### config.mk
export PLATFORM = sky130hd
export DESIGN_NAME = rtc_counter
export DESIGN_NICKNAME = d
export VERILOG_FILES = /design/src/verilog/rtc_pkg.sv /design/src/verilog/rtc_counter.sv
export SDC_FILE = /design/constraint.sdc
export NUM_CORES = 1
export LEC_CHECK = 0
export ABC_CLOCK_PERIOD_IN_PS = 6600
export BUFFER_PORTS_ARGS = -buffer_cell sky130_fd_sc_hd__buf_2
export CAP_MARGIN = 20
export CORE_MARGIN = 2
export CORE_UTILIZATION = 45
export CTS_CLUSTER_DIAMETER = 80
export CTS_CLUSTER_SIZE = 30
export DETAILED_ROUTE_END_ITERATION = 12
export HOLD_SLACK_MARGIN = 0.05
export MAX_ROUTING_LAYER = met4
export SYNTH_ARGS = -nofsm -noshare
export SYNTH_HDL_FRONTEND = slang
export SYNTH_SLANG_ARGS = --single-unit
### constraint.sdc
create_clock -name clk -period 6.6 [get_ports clk]
set_input_delay 1.98 -clock clk [delete_from_list [all_inputs] [get_ports clk]]
set_output_delay 1.98 -clock clk [all_outputs]
set_load 0.1 [all_outputs]
### src/verilog/rtc_pkg.sv
// Package: register map, reset values and timing counts of the real-time counter
package rtc_pkg;
	// Register offsets (byte addresses on the 8-bit register port)
	localparam logic [3:0] OFS_CONTROL = 4'h0;
	localparam logic [3:0] OFS_SYNC_STATUS = 4'h1;
	localparam logic [3:0] OFS_IRQ_CONTROL = 4'h2;
	localparam logic [3:0] OFS_IRQ_FLAGS = 4'h3;
	localparam logic [3:0] OFS_TEMP = 4'h4;
	localparam logic [3:0] OFS_CALIBRATION_SETTING = 4'h6;
	localparam logic [3:0] OFS_COUNT_LO = 4'h8;
	localparam logic [3:0] OFS_COUNT_HI = 4'h9;
	localparam logic [3:0] OFS_PERIOD_LO = 4'hA;
	localparam logic [3:0] OFS_PERIOD_HI = 4'hB;
	localparam logic [3:0] OFS_COMPARE_LO = 4'hC;
	localparam logic [3:0] OFS_COMPARE_HI = 4'hD;

	// Field positions
	localparam int CTRL_CORR_EN_BIT = 3;
	localparam int CTRL_PRESC_LSB = 0;
	localparam int IRQ_CMP_LVL_LSB = 2;
	localparam int IRQ_OVF_LVL_LSB = 0;
	localparam int FLAG_CMP_BIT = 1;
	localparam int FLAG_OVF_BIT = 0;
	localparam int CALIBRATION_SETTING_SIGN_BIT = 7;
	localparam int SYNC_BUSY_BIT = 0;

	// Reset values
	localparam logic [3:0] RST_CONTROL = 4'h0;
	localparam logic [3:0] RST_IRQ_CONTROL = 4'h0;
	localparam logic [7:0] RST_CALIBRATION_SETTING = 8'h00;
	localparam logic [7:0] RST_TEMP = 8'h00;
	localparam logic [15:0] RST_COUNT = 16'h0000;
	localparam logic [15:0] RST_PERIOD = 16'h0000;
	localparam logic [15:0] RST_COMPARE = 16'h0000;

	// Timing counts, in counter reference clock edges
	localparam logic [1:0] SYNC_REF_EDGES = 2'h2;
	localparam int CORR_WINDOW_EDGES = 1048576;

	// Prescale select to divisor, indexed by select; zero means stopped
	localparam logic [10:0] PRESC_DIVISOR [8] = '{11'h000, 11'h001, 11'h002, 11'h008,
		11'h010, 11'h040, 11'h100, 11'h400};
endpackage

### src/verilog/rtc_counter.sv
// Real-time counter with prescaler, compare/period match and crystal correction
// Operation
// Keep a 16-bit count advancing on the prescaled clock, also during sleep.
// Divide the reference clock by a 10-bit prescaler before the counter.
// Select 000 stops; 001..111 divide by 1, 2, 8, 16, 64, 256, 1024.
// First increment after count equals compare raises compare request/event.
// First increment after count equals period raises overflow request/event.
// On overflow the count returns to zero instead of incrementing.
// Events on every third match for period 0, second for 1, all otherwise.
// Apply error-count single corrections spread over a one-million-edge window.
// Each correction inserts or skips exactly one prescaler input edge.
// Correction shows in the count that software reads.
// Enable starts correction; clearing stops it after the running window.
// Disabled mid-window, correction stays active until the window ends.
// Software must pick divide-by-two or more when correction speeds up.
// Count, control, period and compare writes act after a sync delay.
// Sync-busy reads one while such a write crosses, then clears itself.
// Compare level field enables compare interrupt; request while flag set.
// Overflow level field enables overflow interrupt; request while flag set.
// Compare flag sets after a match; clears on vector or written one.
// Compare and overflow requests can wake the system from sleep.
// Overflow flag sets after overflow; clears on vector or written one.
// Sign low slows the counter by adding edges; high removes edges.
// Compare above period never gives a compare request or event.
// Matches become single-cycle pulses in the system clock domain.
//
// Implementation choice: strobed register access.
module rtc_counter #(
	parameter int CORR_WINDOW = rtc_pkg::CORR_WINDOW_EDGES
) (
	// Clock and reset
	input wire logic clk,
	input wire logic rst,
	// Counter reference clock, asynchronous
	input wire logic rtcRefClk,
	// Register port
	input wire logic [3:0] regAddr,
	input wire logic [7:0] regWrData,
	input wire logic regWrite,
	input wire logic regRead,
	output logic [7:0] regRdData,
	// Interrupt controller
	input wire logic compareAck,
	input wire logic overflowAck,
	output logic [1:0] compareIrq,
	output logic [1:0] overflowIrq,
	output logic wakeRequest,
	// Event system
	output logic compareEvent,
	output logic overflowEvent
);
	localparam logic [20:0] WINDOW = 21'(CORR_WINDOW);

	logic refSync1, refSync2, refPrev;
	logic refEdge;
	logic [3:0] ctrlReg, ctrlEff;
	logic [3:0] irqCtrl;
	logic [7:0] calibration_setting;
	logic [7:0] temp;
	logic [15:0] cnt, period_value, cmp, perEff, cmpEff, cntStage;
	logic [3:0] pending;
	logic [1:0] syncEdges;
	logic applySync;
	logic [10:0] pre;
	logic [10:0] divisor;
	logic [10:0] preSum;
	logic cntTick;
	logic corrActive;
	logic [20:0] winCnt, acc, accSum;
	logic corrFire;
	logic insertEdge, skipEdge;
	logic cmpMatch, ovfMatch;
	logic [1:0] cmpEvtDiv, ovfEvtDiv;
	logic [1:0] evtLimit;
	logic cmpFlag, ovfFlag;
	logic wrLo, wrHi;

	// Reference clock is a pin to this domain: two flops, then edge detect
	always_ff @(posedge clk) begin
		if (rst) begin
			refSync1 <= 1'b0;
			refSync2 <= 1'b0;
			refPrev <= 1'b0;
		end else begin
			refSync1 <= rtcRefClk;
			refSync2 <= refSync1;
			refPrev <= refSync2;
		end
	end
	assign refEdge = refSync2 & ~refPrev;

	// Register writes that need no domain crossing
	always_ff @(posedge clk) begin
		if (rst) begin
			irqCtrl <= rtc_pkg::RST_IRQ_CONTROL;
			calibration_setting <= rtc_pkg::RST_CALIBRATION_SETTING;
		end else if (regWrite) begin
			if (regAddr == rtc_pkg::OFS_IRQ_CONTROL)
				irqCtrl <= regWrData[3:0];
			if (regAddr == rtc_pkg::OFS_CALIBRATION_SETTING)
				calibration_setting <= regWrData;
		end
	end

	// Low byte of a 16-bit write waits in temp; high byte write commits
	assign wrLo = regWrite && (regAddr == rtc_pkg::OFS_COUNT_LO
		|| regAddr == rtc_pkg::OFS_PERIOD_LO || regAddr == rtc_pkg::OFS_COMPARE_LO
		|| regAddr == rtc_pkg::OFS_TEMP);
	assign wrHi = regWrite && (regAddr == rtc_pkg::OFS_COUNT_HI
		|| regAddr == rtc_pkg::OFS_PERIOD_HI || regAddr == rtc_pkg::OFS_COMPARE_HI);

	always_ff @(posedge clk) begin
		if (rst) begin
			temp <= rtc_pkg::RST_TEMP;
		end else if (wrLo) begin
			temp <= regWrData;
		end else if (regRead) begin
			// Reading a low byte freezes its high byte for the next read
			unique case (regAddr)
				rtc_pkg::OFS_COUNT_LO: temp <= cnt[15:8];
				rtc_pkg::OFS_PERIOD_LO: temp <= period_value[15:8];
				rtc_pkg::OFS_COMPARE_LO: temp <= cmp[15:8];
				default: temp <= temp;
			endcase
		end
	end

	// Staged values and pending mask: cnt, ctrl, per, cmp
	always_ff @(posedge clk) begin
		if (rst) begin
			ctrlReg <= rtc_pkg::RST_CONTROL;
			period_value <= rtc_pkg::RST_PERIOD;
			cmp <= rtc_pkg::RST_COMPARE;
			cntStage <= rtc_pkg::RST_COUNT;
			pending <= 4'h0;
		end else begin
			if (applySync)
				pending <= 4'h0;
			if (regWrite) begin
				unique case (regAddr)
					rtc_pkg::OFS_CONTROL: begin
						ctrlReg <= regWrData[3:0];
						pending[1] <= 1'b1;
					end
					rtc_pkg::OFS_COUNT_HI: begin
						cntStage <= {regWrData, temp};
						pending[0] <= 1'b1;
					end
					rtc_pkg::OFS_PERIOD_HI: begin
						period_value <= {regWrData, temp};
						pending[2] <= 1'b1;
					end
					rtc_pkg::OFS_COMPARE_HI: begin
						cmp <= {regWrData, temp};
						pending[3] <= 1'b1;
					end
					default: pending <= applySync ? 4'h0 : pending;
				endcase
			end
		end
	end

	// Crossing takes a fixed number of reference edges; a new write restarts it
	always_ff @(posedge clk) begin
		if (rst) begin
			syncEdges <= 2'h0;
		end else if (regWrite && (wrHi || regAddr == rtc_pkg::OFS_CONTROL)) begin
			syncEdges <= 2'h0;
		end else if (|pending && refEdge) begin
			syncEdges <= applySync ? 2'h0 : syncEdges + 2'h1;
		end
	end
	assign applySync = |pending && refEdge && (syncEdges == rtc_pkg::SYNC_REF_EDGES - 2'h1)
		&& !(regWrite && (wrHi || regAddr == rtc_pkg::OFS_CONTROL));

	always_ff @(posedge clk) begin
		if (rst) begin
			ctrlEff <= rtc_pkg::RST_CONTROL;
			perEff <= rtc_pkg::RST_PERIOD;
			cmpEff <= rtc_pkg::RST_COMPARE;
		end else if (applySync) begin
			if (pending[1])
				ctrlEff <= ctrlReg;
			if (pending[2])
				perEff <= period_value;
			if (pending[3])
				cmpEff <= cmp;
		end
	end

	// Correction scheduler: accumulate error each edge, fire on window overflow
	assign accSum = acc + {14'h0000, calibration_setting[6:0]};
	assign corrFire = corrActive && refEdge && (accSum >= WINDOW);
	assign insertEdge = corrFire && !calibration_setting[rtc_pkg::CALIBRATION_SETTING_SIGN_BIT];
	assign skipEdge = corrFire && calibration_setting[rtc_pkg::CALIBRATION_SETTING_SIGN_BIT];

	always_ff @(posedge clk) begin
		if (rst) begin
			corrActive <= 1'b0;
			winCnt <= 21'h000000;
			acc <= 21'h000000;
		end else if (!corrActive) begin
			winCnt <= 21'h000000;
			acc <= 21'h000000;
			corrActive <= ctrlEff[rtc_pkg::CTRL_CORR_EN_BIT];
		end else if (refEdge) begin
			acc <= corrFire ? accSum - WINDOW : accSum;
			if (winCnt == WINDOW - 21'h000001) begin
				winCnt <= 21'h000000;
				// Disable only lands on a window boundary
				corrActive <= ctrlEff[rtc_pkg::CTRL_CORR_EN_BIT];
			end else begin
				winCnt <= winCnt + 21'h000001;
			end
		end
	end

	// Prescaler: step 0 inserts an edge, step 2 skips one; skip needs divisor two or more
	assign divisor = rtc_pkg::PRESC_DIVISOR[ctrlEff[2:0]];
	assign preSum = pre + (insertEdge ? 11'h000 : skipEdge ? 11'h002 : 11'h001);
	assign cntTick = refEdge && (divisor != 11'h000) && (preSum >= divisor);

	always_ff @(posedge clk) begin
		if (rst) begin
			pre <= 11'h000;
		end else if (divisor == 11'h000) begin
			pre <= 11'h000;
		end else if (refEdge) begin
			pre <= cntTick ? preSum - divisor : preSum;
		end
	end

	// Matches use the value present before the increment
	assign ovfMatch = cntTick && (cnt == perEff);
	assign cmpMatch = cntTick && (cnt == cmpEff) && (cmpEff <= perEff);

	// Count steps on reference-clock edges regardless of sleep; no sleep gating here
	always_ff @(posedge clk) begin
		if (rst) begin
			cnt <= rtc_pkg::RST_COUNT;
		end else if (applySync && pending[0]) begin
			cnt <= cntStage;
		end else if (ovfMatch) begin
			cnt <= 16'h0000;
		end else if (cntTick) begin
			cnt <= cnt + 16'h0001;
		end
	end

	// Sync-limited event rate for tiny periods
	assign evtLimit = (perEff == 16'h0000) ? 2'h2 : (perEff == 16'h0001) ? 2'h1 : 2'h0;

	always_ff @(posedge clk) begin
		if (rst) begin
			cmpEvtDiv <= 2'h0;
			ovfEvtDiv <= 2'h0;
			compareEvent <= 1'b0;
			overflowEvent <= 1'b0;
		end else begin
			// One-cycle pulses in this domain
			compareEvent <= cmpMatch && (cmpEvtDiv >= evtLimit);
			overflowEvent <= ovfMatch && (ovfEvtDiv >= evtLimit);
			if (cmpMatch)
				cmpEvtDiv <= (cmpEvtDiv >= evtLimit) ? 2'h0 : cmpEvtDiv + 2'h1;
			if (ovfMatch)
				ovfEvtDiv <= (ovfEvtDiv >= evtLimit) ? 2'h0 : ovfEvtDiv + 2'h1;
		end
	end

	// Flags: a match in the clearing cycle keeps the flag set
	always_ff @(posedge clk) begin
		if (rst) begin
			cmpFlag <= 1'b0;
		end else if (cmpMatch) begin
			cmpFlag <= 1'b1;
		end else if (compareAck || (regWrite && regAddr == rtc_pkg::OFS_IRQ_FLAGS
			&& regWrData[rtc_pkg::FLAG_CMP_BIT])) begin
			cmpFlag <= 1'b0;
		end
	end

	always_ff @(posedge clk) begin
		if (rst) begin
			ovfFlag <= 1'b0;
		end else if (ovfMatch) begin
			ovfFlag <= 1'b1;
		end else if (overflowAck || (regWrite && regAddr == rtc_pkg::OFS_IRQ_FLAGS
			&& regWrData[rtc_pkg::FLAG_OVF_BIT])) begin
			ovfFlag <= 1'b0;
		end
	end

	// Requests carry their level; level zero means disabled
	always_ff @(posedge clk) begin
		if (rst) begin
			compareIrq <= 2'h0;
			overflowIrq <= 2'h0;
			wakeRequest <= 1'b0;
		end else begin
			compareIrq <= cmpFlag ? irqCtrl[rtc_pkg::IRQ_CMP_LVL_LSB +: 2] : 2'h0;
			overflowIrq <= ovfFlag ? irqCtrl[rtc_pkg::IRQ_OVF_LVL_LSB +: 2] : 2'h0;
			wakeRequest <= (cmpFlag && irqCtrl[rtc_pkg::IRQ_CMP_LVL_LSB +: 2] != 2'h0)
				|| (ovfFlag && irqCtrl[rtc_pkg::IRQ_OVF_LVL_LSB +: 2] != 2'h0);
		end
	end

	// Read data stands one cycle after the strobe, zero otherwise
	always_ff @(posedge clk) begin
		if (rst || !regRead) begin
			regRdData <= 8'h00;
		end else begin
			unique case (regAddr)
				rtc_pkg::OFS_CONTROL: regRdData <= {4'h0, ctrlReg};
				rtc_pkg::OFS_SYNC_STATUS: regRdData <= {7'h00, |pending};
				rtc_pkg::OFS_IRQ_CONTROL: regRdData <= {4'h0, irqCtrl};
				rtc_pkg::OFS_IRQ_FLAGS: regRdData <= {6'h00, cmpFlag, ovfFlag};
				rtc_pkg::OFS_TEMP: regRdData <= temp;
				rtc_pkg::OFS_CALIBRATION_SETTING: regRdData <= calibration_setting;
				rtc_pkg::OFS_COUNT_LO: regRdData <= cnt[7:0];
				rtc_pkg::OFS_PERIOD_LO: regRdData <= period_value[7:0];
				rtc_pkg::OFS_COMPARE_LO: regRdData <= cmp[7:0];
				rtc_pkg::OFS_COUNT_HI, rtc_pkg::OFS_PERIOD_HI, rtc_pkg::OFS_COMPARE_HI:
					regRdData <= temp;
				default: regRdData <= 8'h00;
			endcase
		end
	end
endmodule

==> key figures <==
Clocking
  • Num CTS Buffers: 15
  • Clock Tree Root: clkbuf_16
  • Worst skew pair latency: 0.51 ns
  • CTS tree: yes
  • H-tree Lvls: 1
  • CTS clk-pin slew, worst paths: 0.11 ns
  • CTS Sinks: 208
  • Maximum clock path buffer count: 3
  • # hold bufs at CTS: 0

Placed design
  • Post-Place Cells: 1597
  • RePlAce Congestion: 0.934
  • Post-DP HPWL: 21.7 mm
  • Port buffer count: 33
  • Placed Area: 0.0110 mm2

Setup path
  • Setup CP Type: reg2reg
  • CP Max Fanout: 7
  • Crit path DAT: 6.57 ns
  • Type of origin of the critical path: register
  • Req. time, crit path: 6.99 ns
  • Slowest CP cell: or4b_1
  • Crit. End Element: register
  • Most frequent CP cell: a21o_1
  • CP bufs+invs: 2
  • Delay-heaviest family, CP: compound AO/OA/AOI/OAI gates
  • Crit-path max cell delay: 0.51 ns

Timing
  • RSZ-0062 raised after global routing: no
  • Final TNS setup: 0 ns
  • Minimum clock period: 6.17 ns
  • Fmax: 0.162 GHz
  • Slew HR: 35.3%
  • Final hold violations: 0
  • Layout Skew: 0.0404 ns
  • Final worst-path cycle share: 93.5%
  • Final setup fails: 0
  • Hold WS: 0.433 ns
  • Slew Limit Fails: 0
  • Slew @ Worst Pin: 0.971 ns

Synthesis
  • Syn_nets: 1377
  • EDFF count, synth: 0
  • Top cells by count, synth: nand2_1, dfxtp_1, nor2_1
  • Main area contributors after synthesis: dfxtp_1, nand2_1, a21oi_1
  • Synth unique cells: 73
  • Count leader, synth: nand2_1
  • Register bit total from synthesis: 208
  • Area fraction of the dominant cell type after synthesis: 39.3%
  • Seq/Total Area, Yosys: 39.3%
  • Main synth FF type: dfxtp_1
  • Synthesis Warnings: 0
  • Post-synth ARST share: 0%
  • Cells after synthesis: 1316
  • Synthesized area: 0.0106 mm2
  • Cell taking the most area after synthesis: dfxtp_1
  • Avg Inst Size Synth: 8.06 um2

Floorplan
  • Chip Height: 157 um
  • Die ar.: 0.0248 mm2
  • Initial Utilization: 45.4%
  • Ports: 34
  • Die Width: 157 um
  • Core Footprint: 0.0233 mm2
  • FP Rows: 56

Power and ir drop
  • Pwr dens: 205 mW/mm2
  • Leakage power total: 4.18 nW
  • Peak VDD IR: 0.182 mV

Global route
  • GRT Util Overall: 25.6%
  • Vias in the first global route: 8631
  • Largest net degree at the start of global routing: 86
  • GR Overflow Total: 0
  • Global-route wire length before repair: 48.3 mm
  • Initial antenna violation count: 2

Final layout
  • Final core occ: 49.4%
  • Non-Filler Instances: 1626
  • Fillers: 2330
  • Area Overhead vs Synth: 8.63%
  • Share of cells above drive strength 1: 7.36%
  • Post-Layout Inst Area: 0.0115 mm2
  • Nets@finish: 1358

Drt
  • DRC: 0
  • Drt via density: 5.73
  • Wire per inst: 18.8 um
  • Via count: 9315
  • Initial DRT Pass Iterations: 5
  • Initial drt markers: 739
  • ANT nets after route: 0
  • DRT Wirelength: 30.6 mm

Min path
  • Hold Path Class: reg2reg

Status
  • Status: finished, final reports clean

Job
  • Max_cap viols: 0
## per-layer routing
layer / share of wire, % / vias up / GRT usage [%]
met1: 46 / 4419 / 34.5
met2: 44 / 287 / 39.1
met5: 0 / - / -
met3: 6.2 / 62 / 3.99
li1: - / 4547 / -
met4: 3.5 / 0 / 8.83
## stage by stage
| step | total power [mW] | worst slack, ns |
|---|---|---|
| 3_5_place_dp | 1.40 | 0.405 |
| 6_report | 2.37 | 0.427 |
| 2_1_floorplan | 1.36 | 0.977 |
| 3_3_place_gp | 1.40 | 0.481 |
| 4_1_cts | 2.39 | 0.311 |
| 5_1_grt | 2.44 | 0.0204 |
## final cells by class
type | count | area, um2 | area share [%]
clock inverters | 10 | 143 | 1.24
diodes | 2 | 5.00 | 0.0435
flip-flops and latches | 208 | 4160 | 36.2
well taps | 319 | 399 | 3.47
inverters | 35 | 131 | 1.14
multi-input cells | 986 | 6000 | 52.1
clock buffers | 15 | 375 | 3.26
repair buffers | 51 | 303 | 2.63
## state kept, by name, indices dropped and copies added, names as in the netlist, 11 cells and up
| name | cells |
|---|---|
| acc | 21 |
| cmp | 16 |
| cmpEff | 16 |
| cnt | 16 |
| cntStage | 16 |
| perEff | 16 |
| period_value | 16 |
| pre | 11 |
| winCnt | 21 |
## repair_timing
item / 4_1_cts / 5_1_grt
gates resized for setup: 0 / 3
endpoints found under the setup margin: 0 / 8
setup buffers: 0 / 1
## power by group
| group | internal, mW | leakage [nW] | switching [mW] |
|---|---|---|---|
| combinational | 0.0238 | 2.26 | 0.0693 |
| sequential | 1.26 | 1.68 | 0.0121 |
| clock | 0.459 | 0.246 | 0.539 |
## logic make-up after synthesis
group | count (synthesis) | synth area share [%]
muxes | 36 | 3.41
DFF | 208 | 39.3
buffers and inverters | 122 | 4.38
and+or+nand+nor | 559 | 24.8
AOI/OAI and AO/OA | 265 | 16.0
xor gates and xnor gates | 84 | 7.01
adders and majority gates | 42 | 5.17
## tightest hold or removal path, delay by kind of cell (launching register included)
family | cells | cell delay (ns)
and+or+nand+nor | 1 | 0.05
DFF | 1 | 0.31
AOI/OAI and AO/OA | 1 | 0.04
## layout by cell type, fill, tap and decap left out, types with 9 or more instances in the layout
| master | count |
|---|---|
| clkbuf_16 | 15 |
| nor2_1 | 127 |
| nor4_1 | 9 |
| o211ai_1 | 10 |
| nand3b_1 | 14 |
| xor2_1 | 22 |
| a31oi_1 | 11 |
| xnor2_1 | 61 |
| and3_1 | 19 |
| buf_4 | 19 |
| inv_1 | 35 |
| a22oi_1 | 20 |
| nand2b_1 | 11 |
| dfxtp_1 | 208 |
| nand3_1 | 59 |
| nand2_1 | 216 |
| mux2i_1 | 35 |
| a21oi_1 | 123 |
| buf_2 | 32 |
| ha_1 | 39 |
| nor3_1 | 20 |
| o21ai_0 | 22 |
| nor2b_1 | 13 |
| a311oi_1 | 13 |
| nand4_1 | 22 |
| a21o_1 | 10 |
## worst paths after layout
path	cells after the start	endpoint	slack (ns)	start
hold reg to reg	2	winCnt[20]	0.43	winCnt[20]
hold / removal	2	winCnt[20]	0.43	winCnt[20]
setup / recovery	25	cmpEvtDiv[1]	0.43	calibration_setting[0]
setup reg to reg	25	cmpEvtDiv[1]	0.43	calibration_setting[0]
No activity file was read; power rests on OpenSTA's default activity.
